--- src/pkg/tpq_map.svh ---
// constants of the transmit priority queue and early release block
// assumes byte-wide writes into the transmit buffer memory
`ifndef TPQ_MAP_SVH
`define TPQ_MAP_SVH
`define TPQ_ADDR_W      32
`define TPQ_LEN_W       16
`define TPQ_FREE_W      13
`define TPQ_BUF_BYTES   13'h0c00
`define TPQ_SLOT_BYTES  16'h0080
`define TPQ_PTR_RST     32'h0000_0000
`endif

--- src/pkg/tpq_pkg.sv ---
// types shared by the transmit priority queue block
// assumes tpq_map.svh is on the include path
`include "tpq_map.svh"
package tpq_pkg;
  typedef enum logic [1:0] {
    TPQ_SRC_NONE,
    TPQ_SRC_HIGH,
    TPQ_SRC_LOW
  } tpq_src_t;

  typedef struct packed {
    logic [`TPQ_ADDR_W-1:0] addr;
    logic                   high;
  } tpq_fetch_t;

  typedef struct packed {
    logic [`TPQ_LEN_W-1:0] len;
    logic                  proc;
  } tpq_frame_t;
endpackage

--- src/verilog/tpq_top.sv ---
// transmit command queues, head pointer readout and transmit buffer early release
// assumes byte writes, processing and transmit progress come from the engine
`timescale 1ns/1ps
`include "tpq_map.svh"
// How it works
// - two command queues, high and low; fetches serve high first, then low
// - pointer read returns address of next high queue block to process
// - no fetch in read cycle, so reported block stays unfetched and editable
// - transmit buffer holds 3072 bytes of frame data
// - early release only when enabled; otherwise space frees at transmit completion
// - only the oldest frame, at queue head, may be released early
// - released frame must be fully written and processed
// - frames over 3072 bytes never released early
// - more than 128 bytes must have entered the sync buffer
// - with preemption on, a frame not at head is never released
module tpq_top #(
  parameter int HQ_DEPTH = 8,
  parameter int LQ_DEPTH = 8,
  parameter int QAW      = 3,
  parameter int FRAMES   = 8,
  parameter int FAW      = 3
) (
  input  wire logic                   sys_clk,
  input  wire logic                   rst,
  input  wire logic                   hp_push_valid,
  input  wire logic [`TPQ_ADDR_W-1:0] hp_push_addr,
  output logic                        hp_push_ready,
  input  wire logic                   lp_push_valid,
  input  wire logic [`TPQ_ADDR_W-1:0] lp_push_addr,
  output logic                        lp_push_ready,
  input  wire logic                   hp_edit_en,
  input  wire logic [QAW-1:0]         hp_edit_ofs,
  input  wire logic [`TPQ_ADDR_W-1:0] hp_edit_addr,
  input  wire logic                   ptr_rd,
  output logic                        ptr_rd_valid,
  output logic [`TPQ_ADDR_W-1:0]      ptr_rd_addr,
  input  wire logic                   fetch_ready,
  output logic                        fetch_valid,
  output tpq_pkg::tpq_fetch_t         fetch_cmd,
  input  wire logic                   early_rel_en,
  input  wire logic                   wr_valid,
  input  wire logic                   wr_last,
  output logic                        wr_ready,
  input  wire logic                   proc_done,
  input  wire logic                   tx_is_head,
  input  wire logic                   preempt_on,
  input  wire logic                   sync_byte,
  input  wire logic                   tx_done,
  output logic [`TPQ_FREE_W-1:0]      free_bytes,
  output logic                        early_rel,
  output logic                        head_released
);
  logic                   hp_valid;
  logic [`TPQ_ADDR_W-1:0] hp_head;
  logic                   lp_valid;
  logic [`TPQ_ADDR_W-1:0] lp_head;
  tpq_pkg::tpq_src_t      src;
  logic                   fetch_go;

  tpq_pkg::tpq_frame_t    ring [FRAMES];
  logic [FAW-1:0]         wr_ptr;
  logic [FAW-1:0]         rd_ptr;
  logic [FAW-1:0]         proc_ptr;
  logic [FAW:0]           cnt;
  logic [FAW:0]           unproc;
  logic [`TPQ_LEN_W-1:0]  cur_len;
  logic [`TPQ_LEN_W-1:0]  sync_cnt;
  logic                   wbyte;
  logic                   push_frm;
  logic                   pop_frm;
  logic                   mark_proc;
  tpq_pkg::tpq_frame_t    head_frm;
  logic                   rel_ok;
  logic [`TPQ_FREE_W-1:0] give_back;

  tpq_cmd_queue #(.DEPTH(HQ_DEPTH), .AW(QAW)) u_high_q (
    .sys_clk    (sys_clk),
    .rst        (rst),
    .push_valid (hp_push_valid),
    .push_addr  (hp_push_addr),
    .push_ready (hp_push_ready),
    .pop        (fetch_go && (src == tpq_pkg::TPQ_SRC_HIGH)),
    .head_valid (hp_valid),
    .head_addr  (hp_head),
    .edit_en    (hp_edit_en),
    .edit_ofs   (hp_edit_ofs),
    .edit_addr  (hp_edit_addr)
  );

  tpq_cmd_queue #(.DEPTH(LQ_DEPTH), .AW(QAW)) u_low_q (
    .sys_clk    (sys_clk),
    .rst        (rst),
    .push_valid (lp_push_valid),
    .push_addr  (lp_push_addr),
    .push_ready (lp_push_ready),
    .pop        (fetch_go && (src == tpq_pkg::TPQ_SRC_LOW)),
    .head_valid (lp_valid),
    .head_addr  (lp_head),
    .edit_en    (1'b0),
    .edit_ofs   ('0),
    .edit_addr  ('0)
  );

  // high queue always served before low
  always_comb begin
    case ({hp_valid, lp_valid})
      2'b10, 2'b11: src = tpq_pkg::TPQ_SRC_HIGH;
      2'b01:        src = tpq_pkg::TPQ_SRC_LOW;
      default:      src = tpq_pkg::TPQ_SRC_NONE;
    endcase
  end

  // fetch held off while software reads the pointer
  assign fetch_valid     = (src != tpq_pkg::TPQ_SRC_NONE) && !ptr_rd;
  assign fetch_go        = fetch_valid && fetch_ready;
  assign fetch_cmd.high  = (src == tpq_pkg::TPQ_SRC_HIGH);
  assign fetch_cmd.addr  = fetch_cmd.high ? hp_head : lp_head;

  always_ff @(posedge sys_clk or posedge rst) begin
    if (rst) begin
      ptr_rd_valid <= 1'b0;
      ptr_rd_addr  <= `TPQ_PTR_RST;
    end else begin
      ptr_rd_valid <= ptr_rd;
      if (ptr_rd) begin
        ptr_rd_addr <= hp_valid ? hp_head : `TPQ_PTR_RST;
      end
    end
  end

  // transmit buffer accounting, one entry per fully written frame
  assign wr_ready  = (free_bytes != '0) && (cnt != (FAW+1)'(FRAMES));
  assign wbyte     = wr_valid && wr_ready;
  assign push_frm  = wbyte && wr_last;
  assign pop_frm   = tx_done && (cnt != '0);
  assign mark_proc = proc_done && (unproc != '0);
  assign head_frm  = ring[rd_ptr];

  // qualification; the head entry is the oldest frame in the buffer
  assign rel_ok = early_rel_en
                && tx_is_head
                && (cnt != '0) && head_frm.proc
                && (head_frm.len <= `TPQ_LEN_W'(`TPQ_BUF_BYTES))
                && (sync_cnt > `TPQ_SLOT_BYTES)
                && !head_released && !tx_done;
  assign early_rel = rel_ok;

  // a released frame gives nothing back again at completion
  always_comb begin
    give_back = '0;
    if (rel_ok || (pop_frm && !head_released)) begin
      give_back = head_frm.len[`TPQ_FREE_W-1:0];
    end
  end

  always_ff @(posedge sys_clk or posedge rst) begin
    if (rst) begin
      free_bytes <= `TPQ_BUF_BYTES;
    end else begin
      free_bytes <= free_bytes + give_back - `TPQ_FREE_W'(wbyte);
    end
  end

  always_ff @(posedge sys_clk or posedge rst) begin
    if (rst) begin
      head_released <= 1'b0;
      sync_cnt      <= '0;
    end else begin
      if (pop_frm) begin
        head_released <= 1'b0;
        sync_cnt      <= '0;
      end else begin
        if (rel_ok) begin
          head_released <= 1'b1;
        end
        // saturate; only the slot threshold matters
        if (sync_byte && (sync_cnt != '1)) begin
          sync_cnt <= sync_cnt + 1'b1;
        end
      end
    end
  end

  always_ff @(posedge sys_clk or posedge rst) begin
    if (rst) begin
      wr_ptr   <= '0;
      rd_ptr   <= '0;
      proc_ptr <= '0;
      cnt      <= '0;
      unproc   <= '0;
      cur_len  <= '0;
    end else begin
      if (wbyte) begin
        cur_len <= wr_last ? '0 : cur_len + 1'b1;
      end
      if (push_frm) begin
        wr_ptr <= wr_ptr + 1'b1;
      end
      if (pop_frm) begin
        rd_ptr <= rd_ptr + 1'b1;
      end
      if (mark_proc) begin
        proc_ptr <= proc_ptr + 1'b1;
      end
      cnt    <= cnt + (FAW+1)'(push_frm) - (FAW+1)'(pop_frm);
      unproc <= unproc + (FAW+1)'(push_frm) - (FAW+1)'(mark_proc);
    end
  end

  // processing flag set after the entry write so a same-cycle mark is kept
  always_ff @(posedge sys_clk) begin
    if (push_frm) begin
      ring[wr_ptr].len  <= cur_len + 1'b1;
      ring[wr_ptr].proc <= 1'b0;
    end
    if (mark_proc) begin
      ring[proc_ptr].proc <= 1'b1;
    end
  end

  chk_high_first: assert property (@(posedge sys_clk) disable iff (rst)
    (hp_valid && fetch_go) |-> fetch_cmd.high && fetch_cmd.addr == hp_head)
    else $error("high queue not served first");
  chk_ptr_value: assert property (@(posedge sys_clk) disable iff (rst)
    (ptr_rd && hp_valid) |=> ptr_rd_valid && ptr_rd_addr == $past(hp_head))
    else $error("pointer read gave wrong address");
  chk_no_fetch_read: assert property (@(posedge sys_clk) disable iff (rst)
    ptr_rd |-> !fetch_go)
    else $error("fetch during pointer read");
  chk_free_cap: assert property (@(posedge sys_clk) disable iff (rst)
    free_bytes <= `TPQ_BUF_BYTES)
    else $error("free space above buffer size");
  chk_rel_enabled: assert property (@(posedge sys_clk) disable iff (rst)
    !early_rel_en |-> !early_rel)
    else $error("early release while disabled");
  chk_rel_oldest: assert property (@(posedge sys_clk) disable iff (rst)
    early_rel |-> tx_is_head && cnt != '0)
    else $error("release of frame not at head");
  chk_rel_processed: assert property (@(posedge sys_clk) disable iff (rst)
    early_rel |-> head_frm.proc)
    else $error("release before processing");
  chk_rel_length: assert property (@(posedge sys_clk) disable iff (rst)
    early_rel |-> head_frm.len <= 16'h0c00)
    else $error("release of oversized frame");
  chk_rel_slot: assert property (@(posedge sys_clk) disable iff (rst)
    early_rel |-> sync_cnt >= 16'h0081)
    else $error("release before slot time");
  chk_preempt_head: assert property (@(posedge sys_clk) disable iff (rst)
    (preempt_on && !tx_is_head) |-> !early_rel)
    else $error("release under preemption off head");
  chk_rel_frees: assert property (@(posedge sys_clk) disable iff (rst)
    early_rel |=> head_released && free_bytes ==
      $past(free_bytes) + $past(head_frm.len[12:0]) - 13'($past(wbyte)))
    else $error("release did not return space");
endmodule

--- src/verilog/tpq_cmd_queue.sv ---
// one queue of transmit command block addresses
// assumes a single clock; entries behind the head may be rewritten in place
`timescale 1ns/1ps
`include "tpq_map.svh"
module tpq_cmd_queue #(
  parameter int DEPTH = 8,
  parameter int AW    = 3
) (
  input  wire logic                   sys_clk,
  input  wire logic                   rst,
  input  wire logic                   push_valid,
  input  wire logic [`TPQ_ADDR_W-1:0] push_addr,
  output logic                        push_ready,
  input  wire logic                   pop,
  output logic                        head_valid,
  output logic [`TPQ_ADDR_W-1:0]      head_addr,
  input  wire logic                   edit_en,
  input  wire logic [AW-1:0]          edit_ofs,
  input  wire logic [`TPQ_ADDR_W-1:0] edit_addr
);
  logic [`TPQ_ADDR_W-1:0] mem [DEPTH];
  logic [AW-1:0]          rd_ptr;
  logic [AW-1:0]          wr_ptr;
  logic [AW:0]            count;
  logic                   do_push;
  logic                   do_pop;
  logic [AW-1:0]          edit_idx;

  assign push_ready = (count != (AW+1)'(DEPTH));
  assign head_valid = (count != '0);
  assign head_addr  = mem[rd_ptr];
  assign do_push    = push_valid && push_ready;
  assign do_pop     = pop && head_valid;
  assign edit_idx   = rd_ptr + edit_ofs;

  always_ff @(posedge sys_clk or posedge rst) begin
    if (rst) begin
      rd_ptr <= '0;
      wr_ptr <= '0;
      count  <= '0;
    end else begin
      if (do_push) begin
        wr_ptr <= (wr_ptr == AW'(DEPTH-1)) ? '0 : wr_ptr + 1'b1;
      end
      if (do_pop) begin
        rd_ptr <= (rd_ptr == AW'(DEPTH-1)) ? '0 : rd_ptr + 1'b1;
      end
      count <= count + (AW+1)'(do_push) - (AW+1)'(do_pop);
    end
  end

  // edits past the tail are dropped; a push wins a clash on the same slot
  always_ff @(posedge sys_clk) begin
    if (edit_en && ((AW+1)'(edit_ofs) < count)) begin
      mem[edit_idx] <= edit_addr;
    end
    if (do_push) begin
      mem[wr_ptr] <= push_addr;
    end
  end
endmodule

--- config.mk ---
export PLATFORM = sky130hd
export DESIGN_NAME = tpq_top
export DESIGN_NICKNAME = d
export VERILOG_FILES = /design/src/pkg/tpq_pkg.sv /design/src/verilog/tpq_top.sv /design/src/verilog/tpq_cmd_queue.sv
export VERILOG_INCLUDE_DIRS = /design/src /design/src/pkg
export SDC_FILE = /design/constraint.sdc
export NUM_CORES = 1
export LEC_CHECK = 0
export BUFFER_PORTS_ARGS = -buffer_cell sky130_fd_sc_hd__buf_2
export CAP_MARGIN = 0
export CORE_AREA = 2 2 225 393
export DETAILED_ROUTE_END_ITERATION = 7
export DIE_AREA = 0 0 227 395
export MAX_ROUTING_LAYER = met4
export PLACE_DENSITY_LB_ADDON = 0.2
export SLEW_MARGIN = 30
export SYNTH_ARGS = -nofsm -noshare
export SYNTH_HDL_FRONTEND = slang
export SYNTH_SLANG_ARGS = --single-unit
--- constraint.sdc ---
create_clock -name sys_clk -period 4.2 [get_ports sys_clk]
set_clock_uncertainty 0.05 [all_clocks]
set_input_delay 0.42 -clock sys_clk [delete_from_list [all_inputs] [get_ports sys_clk]]
set_output_delay 0.42 -clock sys_clk [all_outputs]
set_load 0.03 [all_outputs]
Yosys cells after proc, flatten, opt, wreduce, memory -nomap -nowiden --
Memory sizes are Yosys's and may differ from the RTL's. Cells that the tools add are included. Widths: inputs -> output; s select.
Word-level totals: bits in writable memories 648, memories kept 3, output and inout port bits 85, bits of input ports 114, flip-flop bits (word level) 116
Operators by class: mux-type cells 23, $lt $le $gt $ge 3, add/subtract/negate cells 20, reductions and logical operators 36, equality and inequality tests 13
Memory list:
- u_high_q.mem | depth 8, width 32, rd ports 1, clocked after memory_dff 0, write ports 2, line tpq_cmd_queue.sv:21 | logic [`TPQ_ADDR_W-1:0] mem [DEPTH];
- u_low_q.mem | depth 8, width 32, rd ports 1, clocked after memory_dff 0, write ports 1, line tpq_cmd_queue.sv:21
- ring | depth 8, width 17, rd ports 1, clocked after memory_dff 0, write ports 2, line tpq_top.sv:60 | tpq_pkg::tpq_frame_t ring [FRAMES];
Operator list (number):
- $mux 32 | 2
- $mux 16 | 3
- $add 16x1->16 const B | 2
- $logic_and 1x1->1 | 23
- $add 3x1->3 const B | 7
- $add 4x1->4 | 4
- $gt 16x8->1 const B | 1
- $le 16x12->1 const B | 1
- $ne 16x16->1 const B | 1
- $reduce_bool 4->1 | 4
- $sub 4x1->4 | 4
- $add 13x13->13 | 1
- $mux 13 | 1
- $reduce_bool 13->1 | 1
- $sub 13x1->13 | 1
- $eq 3x3->1 const B | 4
- $mux 1 | 12
- $mux 3 | 4
- $ne 4x4->1 const B | 3
- $eq 2x2->1 const B | 3
- $reduce_bool 2->1 | 3
- $eq 2x1->1 const B | 2
- $lt 3x4->1 | 1
- $pmux 2 s2 | 1
- 4 further kinds | 6

Logic depth before layout (Yosys ltp) --
Gate-level depths: netlist of run 1.
depth after elaboration 11, mapped depth 24, gate-level depth less buffers 21

Hierarchy --
A second synthesis of run 1 with hierarchy kept.
Unflattened totals: cells, all modules 2342, area total of the unflattened synthesis 40595.2 um^2
By module, submodules not included:
- tpq_cmd_queue (u_low_q) | area each 14869.3 um^2, cells an instance 741, times used 1
- tpq_cmd_queue (u_high_q) | area each 14848.0 um^2, cells an instance 741, times used 1
- tpq_top | area each 10877.9 um^2, cells an instance 860, times used 1

Least setup slack after synthesis of run 1 --
Ideal clock, no wire load.
path type reg-to-reg, start register u_low_q.count[2], end memory u_low_q.mem[0][0] (netlist name) (enable), period minus slack after synthesis 4.692 ns, path slack -0.492 ns, arrival 4.140 ns, cell stages (with the launch flop) 6, buffers on the path 0, path through dfrtp_1 inv_1 ha_1 nand3_1 nand2_1 nor4_1
Between the ends: word-level cells in the longest chain between the ends 4
Ends and longest elaborated chain:
- start, declared | line tpq_cmd_queue.sv:24 | logic [AW:0] count;
- start signal, assigned | line tpq_cmd_queue.sv:48 | count <= count + (AW+1)'(do_push) - (AW+1)'(do_pop);
- $ne 4x4->1 | line tpq_cmd_queue.sv:29 | assign push_ready = (count != (AW+1)'(DEPTH));
- named net lp_push_ready | line tpq_top.sv:30 | output logic lp_push_ready,
- $logic_and 1x1->1 | line tpq_cmd_queue.sv:32 | assign do_push = push_valid && push_ready;
- $mux 1 | line tpq_cmd_queue.sv:57 | if (do_push) begin
- $mux 1 (implied by the code) | line tpq_cmd_queue.sv:58 | mem[wr_ptr] <= push_addr;
- end, declared | line tpq_cmd_queue.sv:21
The timed path passes the listed nets, and every way through them passes these cells.

Final worst setup path of run 1 --
start register rd_ptr[1], end register free_bytes[9]
Between the ends: word-level cells in the longest chain between the ends 10, elaborated cells on any way between the ends 11, those cells by class 2 x add/sub; 1 x order compare; 1 x mux; 6 x reduce/logical; 1 x memory
Ends and longest elaborated chain:
- start, declared | line tpq_top.sv:62 | logic [FAW-1:0] rd_ptr;
- start signal, assigned | line tpq_top.sv:200 | rd_ptr <= rd_ptr + 1'b1;
- $mem_v2 8x17 (*)
- $le 16x12->1 or $logic_and 1x1->1 (tied branches) | line tpq_top.sv:143, tpq_top.sv:142
- $logic_and 1x1->1 (4 in a row) | line tpq_top.sv:140 | assign rel_ok = early_rel_en
- $logic_or 1x1->1 | line tpq_top.sv:151 | if (rel_ok || (pop_frm && !head_released)) begin
- $mux 13 (*) | line tpq_top.sv:151
- $add 13x13->13 (*) | line tpq_top.sv:160 | free_bytes <= free_bytes + give_back - `TPQ_FREE_W'(wbyte);
- $sub 13x1->13 (*) | line tpq_top.sv:160
- end signal, assigned | line tpq_top.sv:158 | free_bytes <= `TPQ_BUF_BYTES;
- end signal, assigned | line tpq_top.sv:160
- end, declared | line tpq_top.sv:49 | output logic [`TPQ_FREE_W-1:0] free_bytes,
Mark *: on every way between the ends. The rest lies on a longest branch, timed or not. A chain may end at the register's enable or synchronous reset.

==> impl_metrics.tcl, run 1 <==
set metrics [dict create \
    outcome "finished, violations left" \
    violations "negative setup slack" \
    syn_nets 2255 \
    port_buffers 197 \
    start_util 0.396 \
    crit_family "compound AO/OA/AOI/OAI gates" \
    seq_power_share 0.370 \
    rsz0062_at_grt "yes" \
    crit_path_start_kind "register" \
    clockBufferDepth 3 \
    drtIter0Drc 1050 \
    hold_viol_final 0 \
    ys_warn_count 0 \
    coreArea_um2 86600 \
    grt_max_degree 74 \
    reg2reg_from "rd_ptr[1]" \
    utilization 0.468 \
    min_path_type "in -> reg" \
    period_needed_ps 4480 \
    crit_path_max_incr_delay_ps 530 \
    final_nets 2588 \
    synth_top_family_by_area "multiplexers" \
    io_pins 199 \
    fmax_ghz 0.223 \
    insertion_delay_ps 660 \
    vias_per_cell 5.38 \
    synth.distinct_cells 72 \
    power_switching_mw 10.7 \
    path_cells "buf_6 -> buf_4 -> mux4_2 -> nor4_4 -> o21ai_2 -> nand4b_4 -> o311ai_4 -> o2bb2ai_4 -> o211ai_1 -> ha_1 -> inv_1 -> ha_1 -> a21o_1 -> a21oi_2 -> o21bai_1 -> a31o_2 -> a41oi_2 -> nor2b_2 -> xnor2_1" \
    comb_power_share 0.400 \
    fillerInstances 7666 \
    seq_area_frac_synth 0.650 \
    rows 143 \
    worst_pin_slew_ps 939 \
    whs_path_depth 2 \
    synth_mux_area_frac 0.198 \
    track_usage 0.208 \
    synth_ff_type "edfxtp_1" \
    crit_buf_inv 3 \
    worstSetupStartpoint "rd_ptr[1]" \
    cp_num_cells 19 \
    p_int_mw 19.1 \
    worstPathRequired_ps 4700 \
    dpl.hpwl_mm 58.8 \
    antenna_found_initial 27 \
    path_class "reg -> reg" \
    power.total_mw 29.8 \
    drtPass1Iterations 5 \
    cp_common_cell "ha_1" \
    synth_compound_area_frac 0.0439 \
    arrival_ps 4980 \
    synth_cells 2071 \
    grt_pass1_vias 21100 \
    clockPowerShare 0.230 \
    cts_root_buf "clkbuf_16" \
    maxSlewViolCount 0 \
    syn_area_um2 34300 \
    worstPathMaxFanout 6 \
    ys_async_sr_fraction 0.152 \
    ff2ff_path_depth 19 \
    syn2layout_area_growth_pct 18.2 \
    final_cells 3644 \
    p_sw_frac 0.358 \
    p_leak_nw 14.7 \
    synth_edf_count 640 \
    relSlewSlack 0.371 \
    routed_wl_mm 88.6 \
    synth-xor-area-share 0.0135 \
    power_density_nw_per_um2 735 \
    place_congestion 0.865 \
    finalWorstSetupSlack_ps -281 \
    cp_slowest_cell "mux4_2" \
    numCtsBuffers 74 \
    cts_tree "built" \
    period_share 1.07 \
    place_inst 3449 \
    antenna_left 0 \
    place_ws_ps -496 \
    die_width_um 227 \
    cts.sinks 764 \
    post-route-drc-count 0 \
    h-tree-depth 3 \
    synth_seq_cells 764 \
    grt_first_pass_wirelength_mm 133 \
    end_kind "register" \
    overflow 0 \
    num_vias 19600 \
    post_drt_wl_per_cell_um 24.3 \
    min_from "hp_edit_addr[4]" \
    clkSlewWorstSetupHoldPaths_ps 70 \
    synth-simple-area-share 0.0424 \
    cap_violations 0 \
    setup_viol 7 \
    synth-adder-area-share 0.0268 \
    die-area_um2 89700 \
    die_y_um 395 \
    syn_area_per_cell_um2 16.6 \
    ir_drop_v 0.000524 \
    drive_gt1_frac 0.377 \
]
## kinds of logic after synthesis
logic type,Yosys count
buf+inv,224
flops,764
mux,457
compound gates,222
xor+xnor,53
fa+ha+maj,70
simple gates,281
## per-layer routing
layer / routed length, µm / up-vias / track usage
met5: 0 / - / -
met3: 4400 / 144 / 0.0353
met4: 2450 / 0 / 0.0733
met1: 33600 / 10200 / 0.229
met2: 48200 / 467 / 0.373
li1: - / 8776 / -
## cell usage after synthesis, types with 4 or more instances
master    count  area [µm²]
a21o_1       12        90.1
nand2_1      63         236
ha_1         64         801
o22ai_1      33         206
a211oi_1     32         240
o211ai_2      4        50.1
nor3_1       19        95.1
nand4_1       5        31.3
fa_1          6         120
clkbuf_1     71         267
o211ai_1      7        52.6
a22o_1        6        52.6
o21bai_1      4        30.0
or2_2        11        68.8
dfxtp_1       8         160
dfrtp_1     114        2850
and2_1        4        25.0
mux4_2      148        3330
edfxtp_1    640       19200
nor2b_1      37         231
nand2b_1     19         119
mux2_2      265        2980
nor2_1       53         199
nand3_1      28         140
buf_2         9        45.0
a21oi_1      52         260
and3_1        7        43.8
or3_1         9        56.3
inv_1       119         447
nor4_1       11        68.8
o21ai_0      37         185
mux2i_1      42         420
buf_1        18        67.6
o311ai_0      5        43.8
xor2_1       15         131
xnor2_1      38         333
## sequential cells by signal, indices dropped and copies added (netlist names), 4 cells and up
signal	count
cnt	4
cur_len	16
free_bytes	13
ptr_rd_addr	32
ring	136
sync_cnt	16
u_high_q.count	4
u_high_q.mem	256
u_low_q.count	4
u_low_q.mem	256
unproc	4
## final timing paths
check	to	slack, ps
worst max-delay path	free_bytes[9]	-280
worst min-delay path	u_high_q.mem[4][4]	120
worst max register to register	free_bytes[9]	-280
worst min register to register	ring[1][0]	420
max in group asynchronous	free_bytes[11]	2700
min in group asynchronous	sync_cnt[12]	400
## per-stage QoR
stage,TNS (ps),instance area (µm²),hold slack [ps]
after floorplan,0,34300,378
after global placement,-2110,37500,396
after detailed placement,-2490,37600,402
after CTS,-1330,40500,73.7
after global routing,-2590,40600,115
final,-1130,40600,124
## placed cells by master (no fill, tap or decap), types with 6 or more instances in the layout
master / count
nor2b_1: 34
diode_2: 20
inv_1: 116
ha_1: 63
clkbuf_16: 75
clkinv_2: 11
nor4_1: 9
bufinv_16: 9
nand2b_1: 19
a21o_1: 12
mux2_2: 265
clkinvlp_4: 6
buf_12: 6
clkinv_1: 12
nor2_1: 50
xnor2_1: 37
mux2i_1: 42
clkbuf_1: 14
a211oi_1: 32
o21ai_0: 32
a22o_1: 6
nor3_1: 13
nand2_1: 62
and3_1: 6
or2_2: 11
dfrtp_1: 107
buf_2: 197
mux4_2: 150
edfxtp_1: 640
a21oi_1: 48
o211ai_1: 7
dlygate4sd3_1: 33
xor2_1: 15
or3_1: 9
o22ai_1: 33
nand3_1: 25
dfxtp_1: 8
buf_4: 118
## worst register-to-register path: stages, from the launching register on
cell       delay [ps]
dfrtp_2           450
buf_6             130
buf_4             100
mux4_2            530
nor4_4            310
o21ai_2           110
nand4b_4          220
o311ai_4          280
o2bb2ai_4         210
o211ai_1          160
ha_1              320
inv_1              40
ha_1              260
a21o_1            190
a21oi_2           140
o21bai_1          120
a31o_2            240
a41oi_2           230
nor2b_2           190
xnor2_1           130
## layout make-up
class	instances	area, µm²	area share
diodes	20	50.0	0.00123
clock buffers	91	1950	0.0481
clock inverters	45	508	0.0125
inverters	121	459	0.0113
multi-input cells	1083	11400	0.282
flip-flops and latches	764	22300	0.550
well taps	1160	1450	0.0358
repair buffers	360	2420	0.0597
## power by group through the flow
stage	clock (mW)	combinational (mW)	sequential [mW]
after floorplan	0	7.52	11.2
after global placement	0	11.6	11.1
after detailed placement	0	11.9	11.2
after CTS	7.03	12.1	11.1
after global routing	7.27	12.9	11.2
final	6.85	11.9	11.0
## repair_timing
item,4_1_cts,5_1_grt
endpoints found under the hold margin,327,0
endpoints found under the setup margin,7,7
pin swaps,10,3
hold buffers,33,0
setup buffers,6,0
gates resized for setup,15,3
No activity file was read; power rests on OpenSTA's default activity.
==> inputs of run 2 (changes only) <==
Settings changed: ABC_AREA set to 1, CORE_AREA 2 2 225 393 to 2 2 226 396, DIE_AREA 0 0 227 395 to 0 0 228 398.
==> impl_metrics.tcl, run 2 <==
set metrics [dict create \
    cts.sinks 764 \
    fin_hold_ws_ps 104 \
    crit_path_max_incr_delay_ps 460 \
    yosys.area.top_type "edfxtp_1" \
    ir_drop_v 0.000579 \
    grt_pass1_vias 24000 \
    synth.top_cell.area_share 0.552 \
    antenna_found_initial 18 \
    synth_ff_type "edfxtp_1" \
    io_pins 199 \
    period_share 0.926 \
    post_drt_wl_per_cell_um 20.5 \
    overflow 0 \
    die-area_um2 90700 \
    fmax_ghz 0.257 \
    ys_async_sr_fraction 0.152 \
    port_buffers 197 \
    final_cell_mix "edfxtp_1 (640), nand2_1 (577), o21ai_0 (468)" \
    post-route-drc-count 0 \
    clkSlewWorstSetupHoldPaths_ps 60 \
    coreArea_um2 87600 \
    cap_violations 0 \
    drtIter0Drc 1632 \
    track_usage 0.215 \
    dpl.hpwl_mm 60.4 \
    drive_gt1_frac 0.139 \
    synthMostInstantiatedCell "edfxtp_1" \
    synth_cells 3174 \
    arrival_ps 4400 \
    cts_root_buf "clkbuf_16" \
    syn_area_per_cell_um2 11.0 \
    syn_nets 3358 \
    cp_slowest_cell "dfrtp_2" \
    final_nets 3558 \
    crit_buf_inv 6 \
    period_needed_ps 3890 \
    grt_max_degree 131 \
    layout_commonest_cell "edfxtp_1" \
    cp_common_cell "buf_4" \
    relSlewSlack 0.343 \
    synth_edf_count 640 \
    fin_area_um2 40200 \
    synth.distinct_cells 52 \
    die_width_um 228 \
    synth.cells.most_frequent "edfxtp_1 (640), nand2_1 (579), o21ai_0 (471)" \
    place_congestion 0.819 \
    maxSlewViolCount 0 \
    finalWorstSetupSlack_ps 312 \
    hold_viol_final 0 \
    dpl_cell_area_um2 37400 \
    crit_path_start_kind "register" \
    numCtsBuffers 75 \
    worstPathRequired_ps 4720 \
    min_path_type "in -> reg" \
    grt_first_pass_wirelength_mm 144 \
    largestRegisters "u_high_q.mem (256), u_low_q.mem (256), ring (136)" \
    rows 144 \
    p_leak_nw 15.8 \
    outcome "finished, final reports clean" \
    worstPathMaxFanout 13 \
    clockBufferDepth 3 \
    vias_per_cell 5.24 \
    antenna_left 0 \
    place_ws_ps 41.7 \
    path_class "reg -> reg" \
    syn_area_um2 34800 \
    end_kind "register" \
    ys_warn_count 0 \
    worst_pin_slew_ps 986 \
    crit_family "simple AND/OR/NAND/NOR gates" \
    seq_area_frac_synth 0.640 \
    drtPass1Iterations 6 \
    die_y_um 398 \
    power_density_nw_per_um2 749 \
    syn2layout_area_growth_pct 15.6 \
    start_util 0.398 \
    insertion_delay_ps 640 \
    synth_area_leaders "edfxtp_1 (55%), dfrtp_1 (8.2%), o21ai_0 (6.8%)" \
    routed_wl_mm 94.8 \
    num_vias 24200 \
    cts_tree "built" \
    synth_seq_cells 764 \
    h-tree-depth 3 \
    setup_viol 0 \
]
## run 2: cell types whose count changed after synthesis, sizes merged, moves of 30 or more
cell and change:
nand2 +520, o21ai +450, mux2 -265, nor2 +224
mux4 -150, inv +117, o221ai +97, nand3 +90
buf +57, clkbuf +57, mux2i +54, nor2b -37
o32ai +31, a211oi -30
## run 2: report_power, final
| group | leakage, nW | total [mW] | internal (mW) | switching, mW |
|---|---|---|---|---|
| registers | 7.38 | 10.9 | 10.2 | 0.669 |
| clock network | 1.16 | 6.68 | 3.76 | 2.92 |
| logic | 7.30 | 12.6 | 4.07 | 8.52 |
## run 2: cell type report
cell class / instances / area (µm²)
Fill cell: 8216 / 47300
Sequential cell: 764 / 22300
Multi-Input combinational cell: 1954 / 10900
Timing Repair Buffer: 340 / 2280
Clock buffer: 92 / 1990
Tap cell: 1168 / 1460
Inverter: 239 / 911
Clock inverter: 38 / 394
Antenna cell: 19 / 47.5
## run 2: final timing paths
check | startpoint | to | slack [ps] | depth (start not counted)
worst max-delay path | rd_ptr[0] | free_bytes[10] | 310 | 26
min in group asynchronous | rst | u_high_q.count[1] | 350 | 3
worst max register to register | rd_ptr[0] | free_bytes[10] | 310 | 26
worst min register to register | ptr_rd_addr[5] | ptr_rd_addr[5] | 430 | 2
worst min-delay path | hp_edit_addr[23] | u_high_q.mem[6][23] | 100 | 3
max in group asynchronous | rst | ptr_rd_addr[13] | 2760 | 4
## run 2: worst register-to-register path, cell delays in order (launching register included)
cell,delay [ps]
dfrtp_2,460
buf_4,200
buf_4,180
nor2_1,100
nor2_1,40
o21ai_0,80
nand2_1,70
nand2_1,60
nand2_1,80
nor2_2,170
nand3_2,150
nand2_2,120
nand2_2,80
nand2_4,140
buf_4,140
nand3_1,60
ha_1,270
inv_1,40
ha_1,280
buf_4,150
a21oi_1,150
o21ai_2,70
buf_4,160
a21oi_1,210
nor2_1,60
nor2_1,110
xor2_1,150
## run 2: cells by family (layout without fill, tap and decap cells)
group	count (synthesis)	after routing	synth area share
and+or+nand+nor	1022	1022	0.118
DFF	764	764	0.640
AOI/OAI and AO/OA	733	733	0.125
buffers and inverters	456	709	0.0543
muxes	96	96	0.0276
adders and majority gates	70	70	0.0265
xor gates and xnor gates	33	33	0.00830
other	0	19	0
## run 2: routing by layer
| layer | vias up | GRT usage | wire length [µm] |
|---|---|---|---|
| met3 | 139 | 0.0348 | 4600 |
| li1 | 11700 | - | - |
| met4 | 0 | 0.0673 | 2200 |
| met2 | 566 | 0.397 | 51200 |
| met5 | - | - | 0 |
| met1 | 11800 | 0.237 | 36800 |
## run 2: stage by stage
stage               power (mW)  setup TNS, ps  utilization  std cells
global route              32.1          -7.41        0.460       4611
floorplan                 19.0         -18690            -       3174
finish                    30.1              0        0.460       4614
global placement          23.5              0        0.427       4429
CTS                       30.4              0        0.459       4593
detailed placement        23.7              0        0.427       4429
## run 2: repair_timing
action | CTS | global route
hold buffers | 34 | 0
resized for setup | 0 | 12
endpoints found under the hold margin | 317 | 0
setup buffers | 0 | 2
endpoints found under the setup margin | 0 | 6
==> inputs of run 3 (changes only) <==
Settings changed: PLACE_DENSITY set to 0.55, PLACE_DENSITY_LB_ADDON 0.2 to not set.
==> impl_metrics.tcl, run 3 (synthesis gave the netlist of run 2 again) <==
set metrics [dict create \
    crit_path_max_incr_delay_ps 590 \
    hold_viol_final 0 \
    arrival_ps 4470 \
    worstPathRequired_ps 4730 \
    power.total_mw 30.2 \
    drtIter0Drc 1527 \
    h-tree-depth 3 \
    period_share 0.937 \
    io_pins 199 \
    ff2ff_path_depth 23 \
    reg2reg_slack_ps 260 \
    fin_hold_ws_ps 85.0 \
    fmax_ghz 0.254 \
    maxSlewViolCount 0 \
    die-area_um2 90700 \
    path_cells "clkinv_8 -> buf_4 -> a21oi_1 -> nand3_1 -> nand3_1 -> nand2_1 -> nor2_1 -> nand2_1 -> nor2_1 -> nand2_2 -> nand2_4 -> nand3_1 -> ha_1 -> inv_1 -> ha_1 -> a21oi_2 -> nand2_1 -> a21oi_2 -> o21ai_1 -> a21oi_1 -> nor2_1 -> nor2_1 -> xor2_1" \
    cts_root_buf "clkbuf_16" \
    reg2reg_from "rd_ptr[0]" \
    coreArea_um2 87600 \
    fin_area_um2 40300 \
    overflow 0 \
    num_vias 24300 \
    grt_util_met3 0.0296 \
    track_usage 0.217 \
    met1_usage 0.245 \
    start_util 0.398 \
    antenna_left 0 \
    worst_pin_slew_ps 916 \
    clockBufferDepth 3 \
    die_width_um 228 \
    relSlewSlack 0.389 \
    final_cell_mix "edfxtp_1 (640), nand2_1 (579), o21ai_0 (468)" \
    clkSlewWorstSetupHoldPaths_ps 60 \
    fin_setup_tns_ps 0 \
    p_int_mw 18.0 \
    endpoint "free_bytes[11]" \
    antenna_found_initial 15 \
    post_drt_wl_per_cell_um 20.9 \
    p_leak_nw 15.8 \
    drtPass1Iterations 5 \
    period_needed_ps 3940 \
    ir_drop_v 0.000415 \
    power_density_nw_per_um2 750 \
    cap_violations 0 \
    comb_power_share 0.404 \
    post-route-drc-count 0 \
    drive_gt1_frac 0.133 \
    min_path_type "in -> reg" \
    worstPathMaxFanout 17 \
    largestRegisters "u_high_q.mem (256), u_low_q.mem (256), ring (136)" \
    place_congestion 0.818 \
    numCtsBuffers 77 \
    routed_wl_mm 96.1 \
    final_nets 3534 \
    r2r_end "free_bytes[11]" \
    use_met2 0.397 \
    dpl.hpwl_mm 60.0 \
    end_kind "register" \
    crit_path_start_kind "register" \
    path_class "reg -> reg" \
    grt_first_pass_wirelength_mm 145 \
    grt_most_used_layer "met2" \
    power_switching_mw 12.3 \
    outcome "finished, final reports clean" \
    clockPowerShare 0.233 \
    die_y_um 398 \
    setup_viol 0 \
    rows 144 \
    insertion_delay_ps 650 \
    grt_max_degree 72 \
    p_sw_frac 0.405 \
    cp_common_cell "nor2_1" \
    worstSetupStartpoint "rd_ptr[0]" \
    vias_per_cell 5.28 \
    dpl_cell_area_um2 37200 \
    grt_pass1_vias 24200 \
    port_buffers 197 \
    utilization 0.460 \
    cts_tree "built" \
    layout_commonest_cell "edfxtp_1" \
    cp_slowest_cell "dfrtp_4" \
    cts.sinks 764 \
    syn2layout_area_growth_pct 15.7 \
    seq_power_share 0.364 \
]
run 3: cell count changes in the layout (fill, tap and decap cells not counted), sizes merged:
cell,before,now
buf,306,276
bufinv,6,8
clkbuf,92,97
clkinv,28,33
clkinvlp,3,4
diode,19,14
inv,240,243
run 3: area by class of cell:
type	count	area [µm²]
Sequential cell	764	22300
Antenna cell	14	35.0
Fill cell	8149	47300
Clock inverter	47	514
Timing Repair inverter	2	20.0
Clock buffer	95	2050
Tap cell	1168	1460
Inverter	239	916
Timing Repair Buffer	312	2140
Multi-Input combinational cell	1954	10800
run 3: critical path, delay by kind of cell, from the launching register on:
| family | cells | cell delay (ps) |
|---|---|---|
| and+or+nand+nor | 12 | 1230 |
| AOI/OAI and AO/OA | 5 | 750 |
| adders and majority gates | 2 | 620 |
| DFF | 1 | 590 |
| buffers and inverters | 3 | 440 |
| xor gates and xnor gates | 1 | 160 |
run 3: routing by layer:
layer	wire length, µm	up-vias	part of all wire
met1	38200	11900	0.40
met3	4540	141	0.047
li1	-	11600	-
met2	51200	599	0.53
met4	2130	0	0.022
met5	0	-	0
run 3: repair_timing:
action                                  4_1_cts  5_1_grt
buffers inserted                              0        1
endpoints found under the setup margin        0        4
endpoints found under the hold margin       326        0
gates resized for setup                       0        9
hold buffers                                 34        0
run 3: through the flow:
stage	instances	setup WS [ps]
6_report	4595	264
5_1_grt	4594	-38.4
4_1_cts	4575	119
3_5_place_dp	4399	151
3_3_place_gp	4398	172
2_1_floorplan	3174	-75.0
run 3: worst min path at each step:
stage | cells past startpoint | from | slack [ps] | end
floorplan | 2 | ring[0][0] | 400 | ring[0][0]
global placement | 2 | ptr_rd_addr[7] | 410 | ptr_rd_addr[7]
detailed placement | 2 | ptr_rd_addr[0] | 420 | ptr_rd_addr[0]
CTS | 3 | hp_edit_addr[11] | 40 | u_high_q.mem[3][11]
global route | 3 | hp_edit_addr[13] | 110 | u_high_q.mem[1][13]
finish | 3 | hp_edit_addr[26] | 90 | u_high_q.mem[6][26]
run 3: power by group through the flow:
stage	clock, mW	sequential [mW]	combinational [mW]
4_1_cts	7.18	11.0	12.2
6_report	7.03	11.0	12.2
5_1_grt	7.47	11.1	13.5
3_3_place_gp	0	11.2	11.9
2_1_floorplan	0	11.3	7.77
3_5_place_dp	0	11.1	12.1
